$ cat src/sio_params.svh
`ifndef SIO_PARAMS_SVH
`define SIO_PARAMS_SVH
// ************************************************************
// board offsets (byte address within the 32-byte window)
// ************************************************************
`define SIO_OFS_ID        4'h0
`define SIO_OFS_CTRL      4'h2
`define SIO_OFS_GAIN      4'hE
// ************************************************************
// field layout and values
// ************************************************************
`define SIO_BOARD_LSB     5
`define SIO_BOARD_MSB     15
`define SIO_SEL_LSB       1
`define SIO_SEL_MSB       4
`define SIO_AM_PRIV_BIT   2
// arbitrary identification value, left-justified in the data word
`define SIO_ID_CODE       8'h5A
`define SIO_CTRL_SELFZERO 16'h0000
`define SIO_CTRL_DIFF00   16'h0100
`define SIO_CTRL_SE00     16'h0200
`define SIO_GAIN_X1       16'h0000
`define SIO_GAIN_X100     16'h0002
`define SIO_GAIN_X500     16'h0003
`define SIO_CTRL_RST      16'h0000
`define SIO_GAIN_RST      16'h0000
// short supervisory / nonprivileged data access modifiers
`define SIO_AM_SUPER      6'h2D
`define SIO_AM_NONPRIV    6'h29
`endif

$ cat src/sio_pkg.sv
`include "sio_params.svh"
package sio_pkg;
   // converter input source decoded from control word
   typedef enum logic [1:0] {
      SIO_SRC_SELF_ZERO,
      SIO_SRC_DIFF_PAIR,
      SIO_SRC_SINGLE,
      SIO_SRC_OTHER
   } sio_src_t;
   // amplifier gain decoded from gain register
   typedef enum logic [1:0] {
      SIO_GAIN_1,
      SIO_GAIN_10,
      SIO_GAIN_100,
      SIO_GAIN_500
   } sio_gain_t;
   // master sequencer states
   typedef enum logic [1:0] {
      SIO_M_IDLE,
      SIO_M_STROBE,
      SIO_M_RELEASE
   } sio_mst_t;
   typedef struct packed {
      logic [15:0] ctrl;
      logic [15:0] gain;
      logic [15:0] rdata;
      logic        ack;
      logic [15:0] addr_s1;
      logic [15:0] addr_s2;
      logic [5:0]  am_s1;
      logic [5:0]  am_s2;
      logic        as_s1;
      logic        as_s2;
      logic        ds_s1;
      logic        ds_s2;
      logic        wr_s1;
      logic        wr_s2;
      logic [15:0] wd_s1;
      logic [15:0] wd_s2;
      logic [10:0] strap_s1;
      logic [10:0] strap_s2;
      logic        priv_s1;
      logic        priv_s2;
      logic [15:0] pair_s1;
      logic [15:0] pair_s2;
   } sio_dev_st_t;
   typedef struct packed {
      sio_mst_t    state;
      logic [15:0] addr;
      logic [15:0] wdata;
      logic [5:0]  am;
      logic        wr;
      logic [15:0] rdata;
      logic        done;
      logic        ack_s1;
      logic        ack_s2;
      logic [15:0] d_s1;
      logic [15:0] d_s2;
      logic        miss_s1;
      logic        miss_s2;
   } sio_mst_st_t;
endpackage

$ cat src/sio_bus_if.sv
interface sio_bus_if;
   // simplified short I/O bus: one slave, no arbitration
   logic [15:0] addr;
   logic [5:0]  am;
   logic        as_n;
   logic        ds_n;
   logic        write_n;
   logic [15:0] data_m;
   logic [15:0] data_s;
   logic        data_s_oe_n;
   logic        dtack_n;
   logic        dtack_oe_n;
   modport device (
      input  addr, am, as_n, ds_n, write_n, data_m,
      output data_s, data_s_oe_n, dtack_n, dtack_oe_n
   );
   modport master (
      output addr, am, as_n, ds_n, write_n, data_m,
      input  data_s, data_s_oe_n, dtack_n, dtack_oe_n
   );
endinterface

$ cat src/sio_device.sv
`include "sio_params.svh"
module sio_device
   import sio_pkg::*;
(
   input  wire logic        sys_clk_i,
   input  wire logic        sys_rst_i,
   sio_bus_if.device        bus,
   input  wire logic [10:0] board_strap_fitted_i,
   input  wire logic        access_privilege_strap_i,
   input  wire logic [15:0] pair_strap_fitted_i,
   output sio_src_t         input_source_o,
   output sio_gain_t        programmable_gain_amplifier_o,
   output logic     [15:0]  pair_differential_o,
   output logic     [15:0]  control_status_word_o,
   output logic     [15:0]  gain_word_o
);
   // ************************************************************
   // state
   // ************************************************************
   sio_dev_st_t st_r;
   sio_dev_st_t st_nxt;
   logic [10:0] board_addr;
   logic        am_ok;
   logic        hit;
   logic [3:0]  sel;

   // fitted strap pulls the bit low
   assign board_addr = ~st_r.strap_s2;

   // decode on synchronised copies only; the first stage feeds nothing else
   always_comb begin
      sel   = st_r.addr_s2[`SIO_SEL_MSB:`SIO_SEL_LSB];
      // strap fitted: nonprivileged, absent: supervisory
      am_ok = (st_r.am_s2 == (st_r.priv_s2 ?
               `SIO_AM_NONPRIV : `SIO_AM_SUPER));
      hit   = !st_r.as_s2 && !st_r.ds_s2 && am_ok
              && (st_r.addr_s2[`SIO_BOARD_MSB:`SIO_BOARD_LSB]
                  == board_addr);
   end

   // ************************************************************
   // next state
   // ************************************************************
   always_comb begin
      st_nxt         = st_r;
      st_nxt.addr_s1 = bus.addr;
      st_nxt.addr_s2 = st_r.addr_s1;
      st_nxt.am_s1   = bus.am;
      st_nxt.am_s2   = st_r.am_s1;
      st_nxt.as_s1   = bus.as_n;
      st_nxt.as_s2   = st_r.as_s1;
      st_nxt.ds_s1   = bus.ds_n;
      st_nxt.ds_s2   = st_r.ds_s1;
      st_nxt.wr_s1   = bus.write_n;
      st_nxt.wr_s2   = st_r.wr_s1;
      st_nxt.wd_s1   = bus.data_m;
      st_nxt.wd_s2   = st_r.wd_s1;
      // straps are pins: two stages before any decode reads them
      st_nxt.strap_s1 = board_strap_fitted_i;
      st_nxt.strap_s2 = st_r.strap_s1;
      st_nxt.priv_s1  = access_privilege_strap_i;
      st_nxt.priv_s2  = st_r.priv_s1;
      st_nxt.pair_s1  = pair_strap_fitted_i;
      st_nxt.pair_s2  = st_r.pair_s1;
      // one access per strobe: act only on the first matching cycle
      if (hit && !st_r.ack) begin
         st_nxt.ack   = 1'b1;
         st_nxt.rdata = 16'h0000;
         if (!st_r.wr_s2) begin
            case (sel)
               `SIO_OFS_CTRL >> 1: st_nxt.ctrl = st_r.wd_s2;
               `SIO_OFS_GAIN >> 1: st_nxt.gain = st_r.wd_s2;
               default: ;
            endcase
         end else begin
            case (sel)
               `SIO_OFS_ID >> 1:
                  st_nxt.rdata = {`SIO_ID_CODE, 8'h00};
               `SIO_OFS_CTRL >> 1: st_nxt.rdata = st_r.ctrl;
               `SIO_OFS_GAIN >> 1: st_nxt.rdata = st_r.gain;
               default: st_nxt.rdata = 16'h0000;
            endcase
         end
      end else if (st_r.ds_s2 || st_r.as_s2) begin
         st_nxt.ack = 1'b0; // strobe gone, release acknowledge
      end
   end

   // ************************************************************
   // register
   // ************************************************************
   always_ff @(posedge sys_clk_i) begin
      if (sys_rst_i) begin
         st_r       <= '0;
         st_r.ctrl  <= `SIO_CTRL_RST;
         st_r.gain  <= `SIO_GAIN_RST;
         st_r.as_s1 <= 1'b1;
         st_r.as_s2 <= 1'b1;
         st_r.ds_s1 <= 1'b1;
         st_r.ds_s2 <= 1'b1;
         st_r.wr_s1 <= 1'b1;
         st_r.wr_s2 <= 1'b1;
      end else begin
         st_r <= st_nxt;
      end
   end

   // ************************************************************
   // outputs
   // ************************************************************
   // data and acknowledge only driven while this board holds the cycle
   assign bus.data_s      = st_r.rdata;
   assign bus.data_s_oe_n = !(st_r.ack && st_r.wr_s2);
   assign bus.dtack_n     = !st_r.ack;
   assign bus.dtack_oe_n  = !st_r.ack;

   // source and gain decode; unlisted codes select SIO_SRC_OTHER and SIO_GAIN_10
   always_comb begin
      case (st_r.ctrl)
         `SIO_CTRL_SELFZERO: input_source_o = SIO_SRC_SELF_ZERO;
         `SIO_CTRL_DIFF00:   input_source_o = SIO_SRC_DIFF_PAIR;
         `SIO_CTRL_SE00:     input_source_o = SIO_SRC_SINGLE;
         default:            input_source_o = SIO_SRC_OTHER;
      endcase
      case (st_r.gain)
         `SIO_GAIN_X1:   programmable_gain_amplifier_o = SIO_GAIN_1;
         `SIO_GAIN_X100: programmable_gain_amplifier_o = SIO_GAIN_100;
         `SIO_GAIN_X500: programmable_gain_amplifier_o = SIO_GAIN_500;
         default:        programmable_gain_amplifier_o = SIO_GAIN_10;
      endcase
   end

   // absent strap leaves the pair differential
   assign pair_differential_o   = ~st_r.pair_s2;
   assign control_status_word_o = st_r.ctrl;
   assign gain_word_o           = st_r.gain;
endmodule

$ cat src/flat_wrapper.sv
// flat-port wrapper written by rule: the top's interface ports become plain ports
module sio_device_flat import sio_pkg::*;
  (sys_clk_i, sys_rst_i, board_strap_fitted_i, access_privilege_strap_i, pair_strap_fitted_i, input_source_o, programmable_gain_amplifier_o, pair_differential_o, control_status_word_o, gain_word_o, bus_addr, bus_am, bus_as_n, bus_ds_n, bus_write_n, bus_data_m, bus_data_s, bus_data_s_oe_n, bus_dtack_n, bus_dtack_oe_n);
  sio_bus_if bus_i ();
  input  wire logic sys_clk_i;
  input  wire logic sys_rst_i;
  input  wire logic [10:0] board_strap_fitted_i;
  input  wire logic access_privilege_strap_i;
  input  wire logic [15:0] pair_strap_fitted_i;
  output sio_src_t input_source_o;
  output sio_gain_t programmable_gain_amplifier_o;
  output logic     [15:0] pair_differential_o;
  output logic     [15:0] control_status_word_o;
  output logic     [15:0] gain_word_o;
  input wire logic [$bits(bus_i.addr)-1:0] bus_addr;
  input wire logic [$bits(bus_i.am)-1:0] bus_am;
  input wire logic [$bits(bus_i.as_n)-1:0] bus_as_n;
  input wire logic [$bits(bus_i.ds_n)-1:0] bus_ds_n;
  input wire logic [$bits(bus_i.write_n)-1:0] bus_write_n;
  input wire logic [$bits(bus_i.data_m)-1:0] bus_data_m;
  output wire logic [$bits(bus_i.data_s)-1:0] bus_data_s;
  output wire logic [$bits(bus_i.data_s_oe_n)-1:0] bus_data_s_oe_n;
  output wire logic [$bits(bus_i.dtack_n)-1:0] bus_dtack_n;
  output wire logic [$bits(bus_i.dtack_oe_n)-1:0] bus_dtack_oe_n;
  assign bus_i.addr = bus_addr;
  assign bus_i.am = bus_am;
  assign bus_i.as_n = bus_as_n;
  assign bus_i.ds_n = bus_ds_n;
  assign bus_i.write_n = bus_write_n;
  assign bus_i.data_m = bus_data_m;
  assign bus_data_s = bus_i.data_s;
  assign bus_data_s_oe_n = bus_i.data_s_oe_n;
  assign bus_dtack_n = bus_i.dtack_n;
  assign bus_dtack_oe_n = bus_i.dtack_oe_n;
  sio_device u_core (.sys_clk_i(sys_clk_i), .sys_rst_i(sys_rst_i), .bus(bus_i), .board_strap_fitted_i(board_strap_fitted_i), .access_privilege_strap_i(access_privilege_strap_i), .pair_strap_fitted_i(pair_strap_fitted_i), .input_source_o(input_source_o), .programmable_gain_amplifier_o(programmable_gain_amplifier_o), .pair_differential_o(pair_differential_o), .control_status_word_o(control_status_word_o), .gain_word_o(gain_word_o));
endmodule
$ cat config.mk
export PLATFORM = sky130hd
export DESIGN_NAME = sio_device_flat
export DESIGN_NICKNAME = d
export VERILOG_FILES = /design/src/sio_pkg.sv /design/src/sio_bus_if.sv /design/src/sio_device.sv /design/src/flat_wrapper.sv
export VERILOG_INCLUDE_DIRS = /design/src
export SDC_FILE = /design/constraint.sdc
export NUM_CORES = 1
export LEC_CHECK = 0
export ABC_AREA = 0
export ABC_CLOCK_PERIOD_IN_PS = 4310
export BUFFER_PORTS_ARGS = -buffer_cell sky130_fd_sc_hd__buf_2
export CORE_MARGIN = 1
export CORE_UTILIZATION = 50
export CTS_CLUSTER_SIZE = 8
export DETAILED_ROUTE_END_ITERATION = 16
export PLACE_DENSITY_LB_ADDON = 0.08
export SETUP_SLACK_MARGIN = 0.15
export SLEW_MARGIN = 5
export SYNTH_ARGS = -nofsm -noshare
export SYNTH_HDL_FRONTEND = slang
export SYNTH_SLANG_ARGS = --single-unit
$ cat constraint.sdc
create_clock -name sys_clk_i -period 4.31 [get_ports sys_clk_i]
set_clock_uncertainty 0.15 [all_clocks]
set_input_delay 0 -clock sys_clk_i [delete_from_list [all_inputs] [get_ports sys_clk_i]]
set_output_delay 0 -clock sys_clk_i [all_outputs]
set_load 0.05 [all_outputs]
Word-level counts from Yosys, hierarchy flattened

Cells that the tools add are included.

Muxes and demuxes: 7
Bitwise logic cells: 3
Equality and inequality tests: 8
Reductions and logical operators: 16

Operators by type and width:

| operator                                              | number |
|---|---|
| one-hot mux 16 bit (3 select lines)                   | 1 |
| equality test 16 x 2 -> 1 bit, second input constant  | 2 |
| zero test 16 bit                                      | 2 |
| equality test 16 x 10 -> 1 bit, second input constant | 1 |
| equality test 16 x 9 -> 1 bit, second input constant  | 1 |
| two-way mux 16 bit                                    | 1 |
| NOT 16 bit                                            | 1 |
| one-hot mux 2 bit (3 select lines)                    | 2 |
| equality test 11 bit                                  | 1 |
| NOT 11 bit                                            | 1 |
| equality test 6 bit                                   | 1 |
| AND reduction 3 bit                                   | 2 |
| logical AND 1 bit                                     | 5 |
| equality test 4 x 1 -> 1 bit, second input constant   | 1 |
| equality test 4 x 3 -> 1 bit, second input constant   | 1 |
| zero test 1 bit                                       | 4 |
| zero test 4 bit                                       | 1 |
| two-way mux 3 bit                                     | 1 |
| two-way mux 1 bit                                     | 2 |
| nonzero test 2 bit                                    | 1 |
| logical OR 1 bit                                      | 1 |
| NOT 1 bit                                             | 1 |

Register bits: 187
Input port bits: 71

Logic depth before layout (Yosys ltp)

Gate-level depths: netlist of the first run.

Depth in word-level cells: 6
Mapped depth: 7
Mapped depth without buffers: 5

Least setup slack after synthesis of the first run

OpenSTA, ideal clock, no wires.

Path kind: reg2reg
Start point: register u_core.st_r[114] in the netlist's numbering
End point: register u_core.st_r (netlist bit u_core.gain_word_o[10])
Stages on the path, launching flop included: 7
Setup slack: 2.341 ns
Clock period less this slack: 1.969 ns
Library setup time: 0.072 ns
Data required time: 4.088 ns
Arrival: 1.747 ns
Cells stage by stage: dfxtp_1 a22oi_1 and4b_1 nand4_2 nor4_4 buf_6 mux2i_1

Longest elaborated chain between the ends: 4

RTL lines:

| item                                 | line              | text |
|---|---|---|
| from (decl)                          | sio_device.sv:20  | `sio_dev_st_t st_r;` |
| from (signal assigned)               | sio_device.sv:104 | `st_r <= st_nxt;` |
| equality test 11 bit                 | sio_device.sv:37  | `` && (st_r.addr_s2[`SIO_BOARD_MSB:`SIO_BOARD_LSB] `` |
| logical AND 1 bit                    | sio_device.sv:36  | `hit = !st_r.as_s2 && !st_r.ds_s2 && am_ok` |
| logical AND 1 bit                    | sio_device.sv:66  | `if (hit && !st_r.ack) begin` |
| AND reduction 3 bit (no source line) | --                |  |

No other way between the ends.
A chain may end at the register's enable or synchronous reset.

Worst setup path after layout of the first run

Start point: register u_core.st_r (netlist bit u_core.sel[0])
End point: register u_core.st_r (netlist bit u_core.bus.data_s[6])

Longest elaborated chain between the ends: 3
Elaborated cells on any way between the ends: 5
Classes of those cells: eq/ne: 2; mux: 2; reduce/logical: 1

RTL lines:

| item                                                       | line             | text |
|---|---|---|
| equality test 4 x 3 -> 1 bit, or another cell as far along | sio_device.sv:76 | `case (sel)` |
| one-hot mux 16 bit (3 select lines) *                      | sio_device.sv:76 |  |
| two-way mux 16 bit *                                       | sio_device.sv:69 | `if (!st_r.wr_s2) begin` |

Every way passes the cells marked *; elsewhere a longest branch is shown, timed or not.

==> impl_results.md, run 1 <==
* Seq/Total Area, Yosys at between 50% and 60%
* Rel. slew slack at between 20% and 30%
* Final-report setup violation count at 0
* Status: finished clean
* N_diodes at 0
* Pre-antenna DRT Iters at 4
* Crit end category: flop
* CTS HTree Levels at 4
* Cell Chain, Critical Path: and3_1 > nor2_1 > nor4b_2 > nand2_1 > mux2i_1
* Vias per cell at around 4.5
* Comb power frac at ~7.0%
* Detailed placer's ending HPWL at about 8.0 mm
* # port buffers at 140
* CTS tree: built
* Maximum VDD drop at 261 uV
* Most common cell after layout, fill and taps aside: dfxtp_1
* Die extent in x at around 120 um
* FP Rows at between 40 and 50
* Clk Latency, worst-skew pair at between 0.4 and 0.5 ns
* Seq pwr share at between 50% and 60%
* Clock root buffer master: clkbuf_16
* Vias at around 4,500
* Clock Path Buffers at 2
* Resized Gates After CTS at 0
* 1st-iter DRT viols at 220
* Sum of negative setup slack at 0 ns
* Pleak at about 3.8 nW
* Placer Congestion at between 0.8 and 0.9
* Synth warn at 0
* Starting Density at about half
* RSZ-0062 raised after global routing: false
* Most frequent cells in the layout: 185 x dfxtp_1, 139 x buf_2, 131 x nor2b_1, 117 x dlygate4sd3_1, 69 x nand2b_1
* Finished Cell Area at 8800 um2
* Cell count after synthesis at a little over 600
* Clock power share at 41.7%
* Gr ovfl total at 0
* GRT Resource Usage Total at roughly a fifth
* Clock slew seen by the registers of the worst setup and hold paths at roughly 0.060 ns
* Worst EP required at approximately 4.5 ns
* Pin count of the biggest net entering global routing at 122
* Clock sinks at approximately 190
* I/O pin count at around 140
* Final wirelength at between 10 and 15 mm
* Number of global-route vias before repair at roughly 4,500
* Max-Cap Viols at 0
* WL/cell at roughly 13 um
* Post CTS Setup Buffer Count at 0
* DRC viols at 0
* #FFs+latches synth at 185
* Post-cts hold buffer count at 117
* Net count, final at around 890
* DIE HEIGHT at 117 um
* CP Max Fanout at 16
* Post-DRT Antenna Nets at 0
* Min Tclk post-route at between 2 and 2.5 ns
* Area growth syn-to-layout at 32.9%
* Fin. max-slew vios at 0
* Number of buffers created by CTS at 17
* Full die area at 13,700 um2
* CP bufs+invs at 0
* DP Area at 7080 um2
* Worst hold path type: input port to flop
* CP peak stage delay at about 0.95 ns
* Initial antenna violation count at 0
* Sw frac at roughly a fifth
* Core area at roughly 13,000 um2
* Avg Inst Size Synth at between 10 and 15 um2
* Crit-path leading delay family: simple AND/OR/NAND/NOR gates
* Share of cells above drive strength 1 at between 20% and 30%
* CP max-delay cell: nor4b_2
* Distinct cells, synth at 32
* First-pass GRT wire length at between 20 and 25 mm
* Layout Utilization at between 60% and 70%
* Period Utilization, post-route at a little over half
* Post-Syn Area at 6620 um2
* Slew @ Worst Pin at around 1.2 ns
* Kind of critical path: flop to flop
* Syn Nets at 687
* Internal power at around 2.8 mW
* CP Launch Type: flop
* Final hold vios at 0
* Fmax at 429 MHz
* PwrDens at between 300 and 400 nW/um2
* Sw power at just over 0.7 mW
* Critical path arrival at about 2.5 ns
[metrics by stage]
| stage | hold WS [ns] | worst slack, ns | std cells | total power [mW] |
|---|---|---|---|---|
| 2_1_floorplan | -0.0462 | 2.34 | 616 | 1.93 |
| 3_3_place_gp | 0.0398 | 2.03 | 853 | 1.98 |
| 3_5_place_dp | 0.0390 | 1.96 | 853 | 1.98 |
| 4_1_cts | 0.134 | 1.94 | 998 | 3.50 |
| 5_1_grt | 0.170 | 1.63 | 998 | 3.62 |
| 6_report | 0.154 | 1.98 | 998 | 3.48 |
[power by group through the flow]
stage / registers (mW) / logic [mW] / clock network (mW)
6_report: 1.79 / 0.244 / 1.45
5_1_grt: 1.79 / 0.266 / 1.56
4_1_cts: 1.79 / 0.240 / 1.48
3_5_place_dp: 1.82 / 0.160 / 0
3_3_place_gp: 1.82 / 0.157 / 0
2_1_floorplan: 1.82 / 0.112 / 0
[cells in the mapped netlist]
library cell	instances	area share, %
a211oi_2	1	0.19
a221oi_1	1	0.13
a22o_1	16	2.1
a22oi_1	2	0.23
and2_2	1	0.11
and2b_1	1	0.11
and3_1	1	0.095
and4_1	1	0.13
and4b_1	1	0.15
buf_2	3	0.23
buf_4	50	5.7
buf_6	1	0.17
clkbuf_1	24	1.4
dfxtp_1	185	56
inv_1	18	1.0
mux2i_1	48	7.3
nand2_1	18	1.0
nand2_2	1	0.095
nand2b_1	69	6.5
nand4_1	2	0.19
nand4_2	2	0.38
nor2_1	9	0.51
nor2b_1	131	12
nor3_2	1	0.15
nor3_4	1	0.25
nor4_1	6	0.57
nor4_4	2	0.64
nor4b_2	2	0.45
o22ai_1	2	0.19
o2bb2ai_1	1	0.13
or2_2	9	0.85
xnor2_1	6	0.79
[path summary, 6_finish.rpt]
path	slack, ns	depth (start not counted)	endpoint	start
min	0.15	3	u_core.st_nxt[90]$_SDFF_PP1_	bus_ds_n
min reg2reg	0.26	1	u_core.st_r[92]$_SDFF_PP1_	u_core.st_nxt[92]$_SDFF_PP1_
max	1.98	5	u_core.bus.data_s[6]$_SDFFE_PP0P_	u_core.sel[0]$_SDFF_PP0_
max reg2reg	1.98	5	u_core.bus.data_s[6]$_SDFFE_PP0P_	u_core.sel[0]$_SDFF_PP0_
[layout make-up]
class | instances | area (um2)
clock buffer | 22 | 484
clock inverter | 6 | 68.8
fill | 961 | 3970
inverter | 18 | 67.6
multi-input combinational | 335 | 2360
sequential | 185 | 3700
tap | 172 | 215
timing repair buffer | 260 | 1900
[registers in the layout, summed over array words and instances (netlist names)]
signal / flops
u_core.control_status_word_o: 16
u_core.sel: 4
u_core.gain_word_o: 16
u_core.st_nxt: 68
u_core.bus.data_s: 16
u_core.st_r: 65
[tightest hold or removal path, cell delays in order]
cell           delay [ns]
dlygate4sd3_1        0.51
buf_2                0.10
or2_2                0.08
[kinds of logic (layout without fill, tap and decap cells)]
| group | count (synthesis) | in the layout | synth area share, % |
|---|---|---|---|
| xor+xnor | 6 | 6 | 0.793 |
| flops | 185 | 185 | 55.9 |
| compound gates | 23 | 23 | 2.98 |
| mux | 48 | 48 | 7.25 |
| buf+inv | 96 | 306 | 8.45 |
| simple gates | 258 | 258 | 24.6 |
[layer usage]
layer	vias up	track usage [%]	share of wire [%]
met5	-	0	0
met4	0	9.70	1.7
met3	19	5.56	4.4
met2	115	34.4	48
met1	2087	24.8	46
li1	2310	-	-
Note: power is estimated with default switching activity, not from simulation.
==> run 2: changes to the inputs <==
--- a/config.mk
+++ b/config.mk
@@ -7,10 +7,10 @@
 export NUM_CORES = 1
 export LEC_CHECK = 0
 export ABC_AREA = 0
-export ABC_CLOCK_PERIOD_IN_PS = 4310
+export ABC_CLOCK_PERIOD_IN_PS = 2000
 export BUFFER_PORTS_ARGS = -buffer_cell sky130_fd_sc_hd__buf_2
 export CORE_MARGIN = 1
-export CORE_UTILIZATION = 50
+export CORE_UTILIZATION = 48
 export CTS_CLUSTER_SIZE = 8
 export DETAILED_ROUTE_END_ITERATION = 16
 export PLACE_DENSITY_LB_ADDON = 0.08
==> constraint.sdc (replaced) <==
create_clock -name sys_clk_i -period 2 [get_ports sys_clk_i]
set_clock_uncertainty 0.15 [all_clocks]
set_input_delay 0 -clock sys_clk_i [delete_from_list [all_inputs] [get_ports sys_clk_i]]
set_output_delay 0 -clock sys_clk_i [all_outputs]
set_load 0.05 [all_outputs]
==> run 2 against run 1 <==
  * Largest cell class unchanged
  * Highest routed layer unchanged
  * Via count shrank 2.5%
  * Total power grew 120%
  * First-iteration DRC count fell by 4.1%
==> impl_results.md, run 2 (same netlist as run 1, synthesis figures left out) <==
* CP Max Fanout at 8
* Detailed placer's ending HPWL at 8.17 mm
* Clock sinks at about 190
* CP max-delay cell: dfxtp_2
* FP Rows at 42
* Clk Latency, worst-skew pair at approximately 0.42 ns
* Slew @ Worst Pin at about 0.64 ns
* Period Utilization, post-route at 93.4%
* Post-DRT Antenna Nets at 0
* CP peak stage delay at around 0.32 ns
* Final hold vios at 0
* Sw power at 1.52 mW
* Clock Path Buffers at 2
* Clock root buffer master: clkbuf_16
* I/O pin count at between 100 and 150
* CTS HTree Levels at 4
* Die extent in x at 119 um
* Fin. max-slew vios at 0
* Total power at ~7.6 mW
* CP Launch Type: flop
* N_diodes at 0
* Min Tclk post-route at around 1.9 ns
* Vias at 4,418
* Status: finished clean
* DRC viols at 0
* Final-report setup violation count at 0
* Sw frac at between 10% and 20%
* Seq pwr share at between 50% and 60%
* DP Area at between 7000 and 8000 um2
* First-pass GRT wire length at about 21 mm
* Clock slew seen by the registers of the worst setup and hold paths at 0.06 ns
* Reg2Reg Setup Slack at around 0.13 ns
* Final wirelength at roughly 13 mm
* Full die area at 14,300 um2
* 1st-iter DRT viols at between 200 and 250
* PwrDens at around 860 nW/um2
* Cell Chain, Critical Path: a22oi_2 > and4b_2 > nand4_4 > nor4_4 > buf_6 > buf_12 > mux2i_2
* DIE HEIGHT at approximately 120 um
* CTS tree: built
* Initial antenna violation count at 0
* Sum of negative setup slack at 0 ns
* Internal power at around 6.1 mW
* Crit end category: flop
* Number of buffers created by CTS at 17
* Pin count of the biggest net entering global routing at around 110
* Core area at roughly 13,000 um2
* Placer Congestion at slightly above 0.8
* Maximum VDD drop at ~620 uV
* Starting Density at between 40% and 50%
* Layout Utilization at between 60% and 70%
* # port buffers at 140
* Pre-antenna DRT Iters at 4
* GRT Resource Usage Total at between 10% and 20%
* Vias per cell at around 4.5
* Share of cells above drive strength 1 at slightly below 30%
* RSZ-0062 raised after global routing: true
* Pleak at roughly 3.8 nW
* Rel. slew slack at between 50% and 60%
* Fillers at about 1,100
* Placed cells at 863
* Area growth syn-to-layout at 33.4%
* Most common cell after layout, fill and taps aside: dfxtp_1
* Comb power frac at under 10%
* Worst hold slack at between 0.15 and 0.2 ns
* Most frequent cells in the layout: 165 x dfxtp_1, 136 x buf_2, 131 x nor2b_1, 87 x dlygate4sd3_1, 69 x nand2b_1
* Fmax at 535 MHz
* Kind of critical path: flop to flop
* Max reg flops at 68
* Worst hold path type: input port to flop
* WL/cell at ~13 um
* Number of global-route vias before repair at between 4,000 and 5,000
* Post-route setup slack at approximately 0.13 ns
* Net count, final at around 870
* Gr ovfl total at 0
* Critical path arrival at about 2.1 ns
* Clock power share at about 43%
* Finished Cell Area at about 8800 um2
* Max-Cap Viols at 0
* Dpl ws at just over 0.1 ns
* Fin cells at slightly below 1,000
* Worst EP required at between 2 and 2.5 ns
[run 2: cell count changes in the layout (fill, tap and decap cells not counted), sizes merged]
| cell | before | now |
|---|---|---|
| clkinvlp | 1 | 3 |
| dlygate4sd3 | 117 | 87 |
| buf | 143 | 153 |
| bufinv | 1 | 3 |
| clkinv | 4 | 2 |
[run 2: power by group through the flow]
stage               combinational [mW]  sequential, mW  clock [mW]
floorplan                        0.242            3.92           0
global placement                 0.343            3.93           0
detailed placement               0.350            3.93           0
CTS                              0.482            3.85        3.34
global route                     0.532            3.86        3.49
finish                           0.486            3.85        3.25
[run 2: per-layer routing]
layer | up-vias | share of wire [%] | wire (um) | track usage (%)
met5 | - | 0 | 0 | 0
met4 | 0 | 2.2 | 294 | 9.53
met3 | 23 | 4.9 | 647 | 6.37
met2 | 100 | 48 | 6290 | 31.5
met1 | 2024 | 45 | 5850 | 23.4
li1 | 2271 | - | - | -
[run 2: area by class of cell]
type	count	area (um2)	share of cell area, %
Clock buffer	22	454	5.14
Clock inverter	8	123	1.39
Inverter	18	67.6	0.765
Sequential cell	185	3730	42.2
Multi-Input combinational cell	335	2490	28.2
Timing Repair Buffer	240	1750	19.8
Tap cell	176	220	2.49
[run 2: what timing repair did]
| action | 4_1_cts | 5_1_grt |
|---|---|---|
| hold buffers | 87 | 0 |
| setup buffers | 1 | 2 |
| pin swaps | 9 | 13 |
| resized for setup | 26 | 29 |
| hold endpoints to repair | 89 | 0 |
| endpoints found under the setup margin | 19 | 48 |
| gates cloned | 1 | 0 |
[run 2: critical path, delay by kind of cell, from the launching register on]
| family | cells | cell delay (ns) |
|---|---|---|
| compound gates | 1 | 0.17 |
| simple gates | 3 | 0.64 |
| buf+inv | 2 | 0.30 |
| flops | 1 | 0.32 |
| mux | 1 | 0.21 |
[run 2: final timing paths]
check | startpoint | end | cells after the start
hold reg to reg | u_core.st_nxt[90]$_SDFF_PP1_ | u_core.st_r[90]$_SDFF_PP1_ | 1
setup / recovery | u_core.st_r[114]$_SDFF_PP0_ | u_core.gain_word_o[12]$_SDFFE_PP0P_ | 7
setup reg to reg | u_core.st_r[114]$_SDFF_PP0_ | u_core.gain_word_o[12]$_SDFFE_PP0P_ | 7
hold / removal | bus_ds_n | u_core.st_nxt[90]$_SDFF_PP1_ | 3
==> run 3: changes to the inputs <==
--- a/config.mk
+++ b/config.mk
@@ -6,12 +6,12 @@
 export SDC_FILE = /design/constraint.sdc
 export NUM_CORES = 1
 export LEC_CHECK = 0
-export ABC_AREA = 0
+export ABC_AREA = 1
 export ABC_CLOCK_PERIOD_IN_PS = 2000
 export BUFFER_PORTS_ARGS = -buffer_cell sky130_fd_sc_hd__buf_2
 export CORE_MARGIN = 1
-export CORE_UTILIZATION = 48
-export CTS_CLUSTER_SIZE = 8
+export CORE_UTILIZATION = 50
+export CTS_CLUSTER_SIZE = 24
 export DETAILED_ROUTE_END_ITERATION = 16
 export PLACE_DENSITY_LB_ADDON = 0.08
 export SETUP_SLACK_MARGIN = 0.15
==> run 3 against run 2 <==
  * Total power grew 1.8%
  * Via count grew 35%
  * Combinational power grew 4%
  * Sequential power is essentially flat
  * First-iteration DRC count grew 39%
  * Core utilization shrank 0.30 points
  * Register-to-register slack gained 0.09 ns
  * Non-clock buffer count shrank 7
  * Critical path depth shrank 4
  * Die area grew 6.0%
  * Sequential share of layout area shrank 2.3 points
  * Cell count grew 40%
  * Critical endpoint is now bus_dtack_oe_n
  * Largest cell class unchanged
  * Largest power group unchanged
==> impl_results.md, run 3 <==
* Synth Area in Compound Gates at around 2.3%
* Slew @ Worst Pin at 0.465 ns
* Mux cell area share after synthesis at 0%
* Pleak at 4.65 nW
* Largest family of logic cells by synthesized area: simple AND/OR/NAND/NOR gates
* Worst hold slack at ~0.16 ns
* Dominant cell type by area after synthesis: dfxtp_1
* Max reg flops at between 60 and 70
* CP Max Fanout at 13
* Fin. max-slew vios at 0
* Min Tclk post-route at around 1.8 ns
* FP Rows at 43
* Vias per cell at roughly 4.3
* Prevailing post-synth register cell: dfxtp_1
* Placed cells at about 1,300
* Top-count cell post-synth: inv_1
* Die extent in x at 123 um
* GRT Resource Usage Total at a little over a fifth
* Worst EP required at about 1.9 ns
* Final hold vios at 0
* Period Utilization, post-route at between 80% and 90%
* Post-Syn Area at around 7300 um2
* Synth warn at 0
* Most frequent cells in the layout: 269 x inv_1, 202 x nor2_1, 179 x dfxtp_1, 154 x nand2_1, 138 x buf_2
* Reg2Reg Setup Slack at between 0.2 and 0.25 ns
* Clk Latency, worst-skew pair at ~0.42 ns
* Starting Density at between 50% and 60%
* Initial antenna violation count at 0
* Most common cell after layout, fill and taps aside: inv_1
* Detailed placer's ending HPWL at slightly above 10 mm
* Fraction of registers with async set/reset at 0%
* CTS tree: built
* Cell count after synthesis at between 1,000 and 1,500
* Clock slew seen by the registers of the worst setup and hold paths at around 0.07 ns
* Number of global-route vias before repair at 5,582
* Maximum VDD drop at slightly below 800 uV
* Clock root buffer master: clkbuf_16
* DRC viols at 0
* Post-synth EDFFs at 0
* Kind of critical path: flop to primary output
* #FFs+latches synth at about 190
* Vias at 5,949
* 1st-iter DRT viols at between 200 and 300
* Commonest cells in the netlist: 276 x inv_1, 203 x nor2_1, 185 x dfxtp_1, 159 x nand2_1, 49 x buf_4
* Distinct cells, synth at 27
* Post-DRT Antenna Nets at 0
* DIE HEIGHT at 123 um
* Core area at 14,100 um2
* Max-Cap Viols at 0
* Gr ovfl total at 0
* CTS HTree Levels at 4
* Fmax at around 560 MHz
* XOR/XNOR Fraction of Synth Area at 0%
* N_diodes at 0
* Clock sinks at roughly 190
* Sum of negative setup slack at 0 ns
* Fin cells at between 1,000 and 1,500
* Share of cells above drive strength 1 at between 10% and 20%
* Simple-Gate Fraction of Synth Area at approximately 25%
* PwrDens at a little over 800 nW/um2
* RSZ-0062 raised after global routing: true
* Critical path arrival at 1.64 ns
* Placer Congestion at just over 0.8
* Top cell type's share of synthesized area at about 51%
* Clock Path Buffers at 2
* CP Launch Type: flop
* Syn Nets at 1,091
* Final-report setup violation count at 0
* First-pass GRT wire length at around 25 mm
* Adder-Cell Fraction of Synth Area at 0%
* WL/cell at roughly 11 um
* Number of buffers created by CTS at 17
* # port buffers at between 100 and 150
* Final wirelength at between 15 and 20 mm
* Worst hold path type: input port to flop
* Area growth syn-to-layout at 26.9%
* Rel. slew slack at ~70%
* Seq/Total Area, Yosys at 50.6%
* Avg Inst Size Synth at between 7 and 8 um2
* I/O pin count at 142
* Net count, final at 1,256
* Full die area at about 15,000 um2
* Crit end category: primary output
* Pre-antenna DRT Iters at 4
* Status: finished clean
* Area contributors post-synth: dfxtp_1 51%, inv_1 14%, nor2_1 10%
* Pin count of the biggest net entering global routing at between 40 and 50
## run 3: worst paths after layout
path / start / to / cells after the start
setup / recovery: u_core.st_r[138]$_SDFFE_PP0P_ / bus_dtack_oe_n / 3
hold / removal: board_strap_fitted_i[8] / u_core.st_nxt[42]$_SDFF_PP0_ / 4
setup reg to reg: u_core.st_r[116]$_SDFF_PP0_ / u_core.control_status_word_o[1]$_SDFFE_PP0P_ / 12
hold reg to reg: u_core.st_nxt[116]$_SDFF_PP0_ / u_core.st_r[116]$_SDFF_PP0_ / 2
## run 3: per-layer routing
metal / wire length (um) / part of all wire [%] / up-vias / GRT usage [%]
met1: 6580 / 43 / 2589 / 24.5
met4: 399 / 2.6 / 0 / 10.4
met5: 0 / 0 / - / 0
met2: 7400 / 48 / 144 / 36.9
met3: 915 / 6.0 / 22 / 6.23
li1: - / - / 3194 / -
## run 3: kinds of logic (layout without fill, tap and decap cells)
| family | Yosys count | count (layout) |
|---|---|---|
| AO/OA/AOI/OAI | 30 | 30 |
| buffers and inverters | 367 | 543 |
| flip-flops | 185 | 185 |
| AND/OR/NAND/NOR | 438 | 439 |
## run 3: what timing repair did
action / in CTS / in global routing
endpoints found under the setup margin: 1 / 46
pin swaps: 0 / 18
endpoints found under the hold margin: 85 / 0
setup buffers: 0 / 5
hold buffers: 72 / 0
gates cloned: 0 / 1
gates resized for setup: 3 / 28
## run 3: final cells by class
class                   count  area (um2)
flip-flops and latches    185        3710
fillers                  1231        4810
well taps                 180         225
clock inverters            14         171
repair buffers            233        1610
inverters                 279        1050
clock buffers              17         425
multi-input cells         469        2100
## run 3: where the power goes
group	leakage (nW)	internal [mW]	total, mW	switching [mW]
combinational	2.83	0.241	0.504	0.263
sequential	1.52	3.81	3.86	0.0468
clock	0.297	1.97	3.36	1.39
## run 3: critical path: stages (launching register included)
cell and delay (ns):
dfxtp_1 0.32, inv_1 0.35, buf_4 0.27, buf_2 0.28
## run 3: metrics by stage
step / utilization [%] / area, um2 / setup slack (ns) / power (mW)
4_1_cts: 65.1 / 9170 / 0.167 / 7.81
5_1_grt: 65.9 / 9290 / 0.0592 / 8.05
3_3_place_gp: 55.7 / 7850 / 0.255 / 4.32
6_report: 65.9 / 9290 / 0.210 / 7.73
3_5_place_dp: 55.7 / 7850 / 0.230 / 4.33
2_1_floorplan: - / 7330 / 0.372 / 4.19
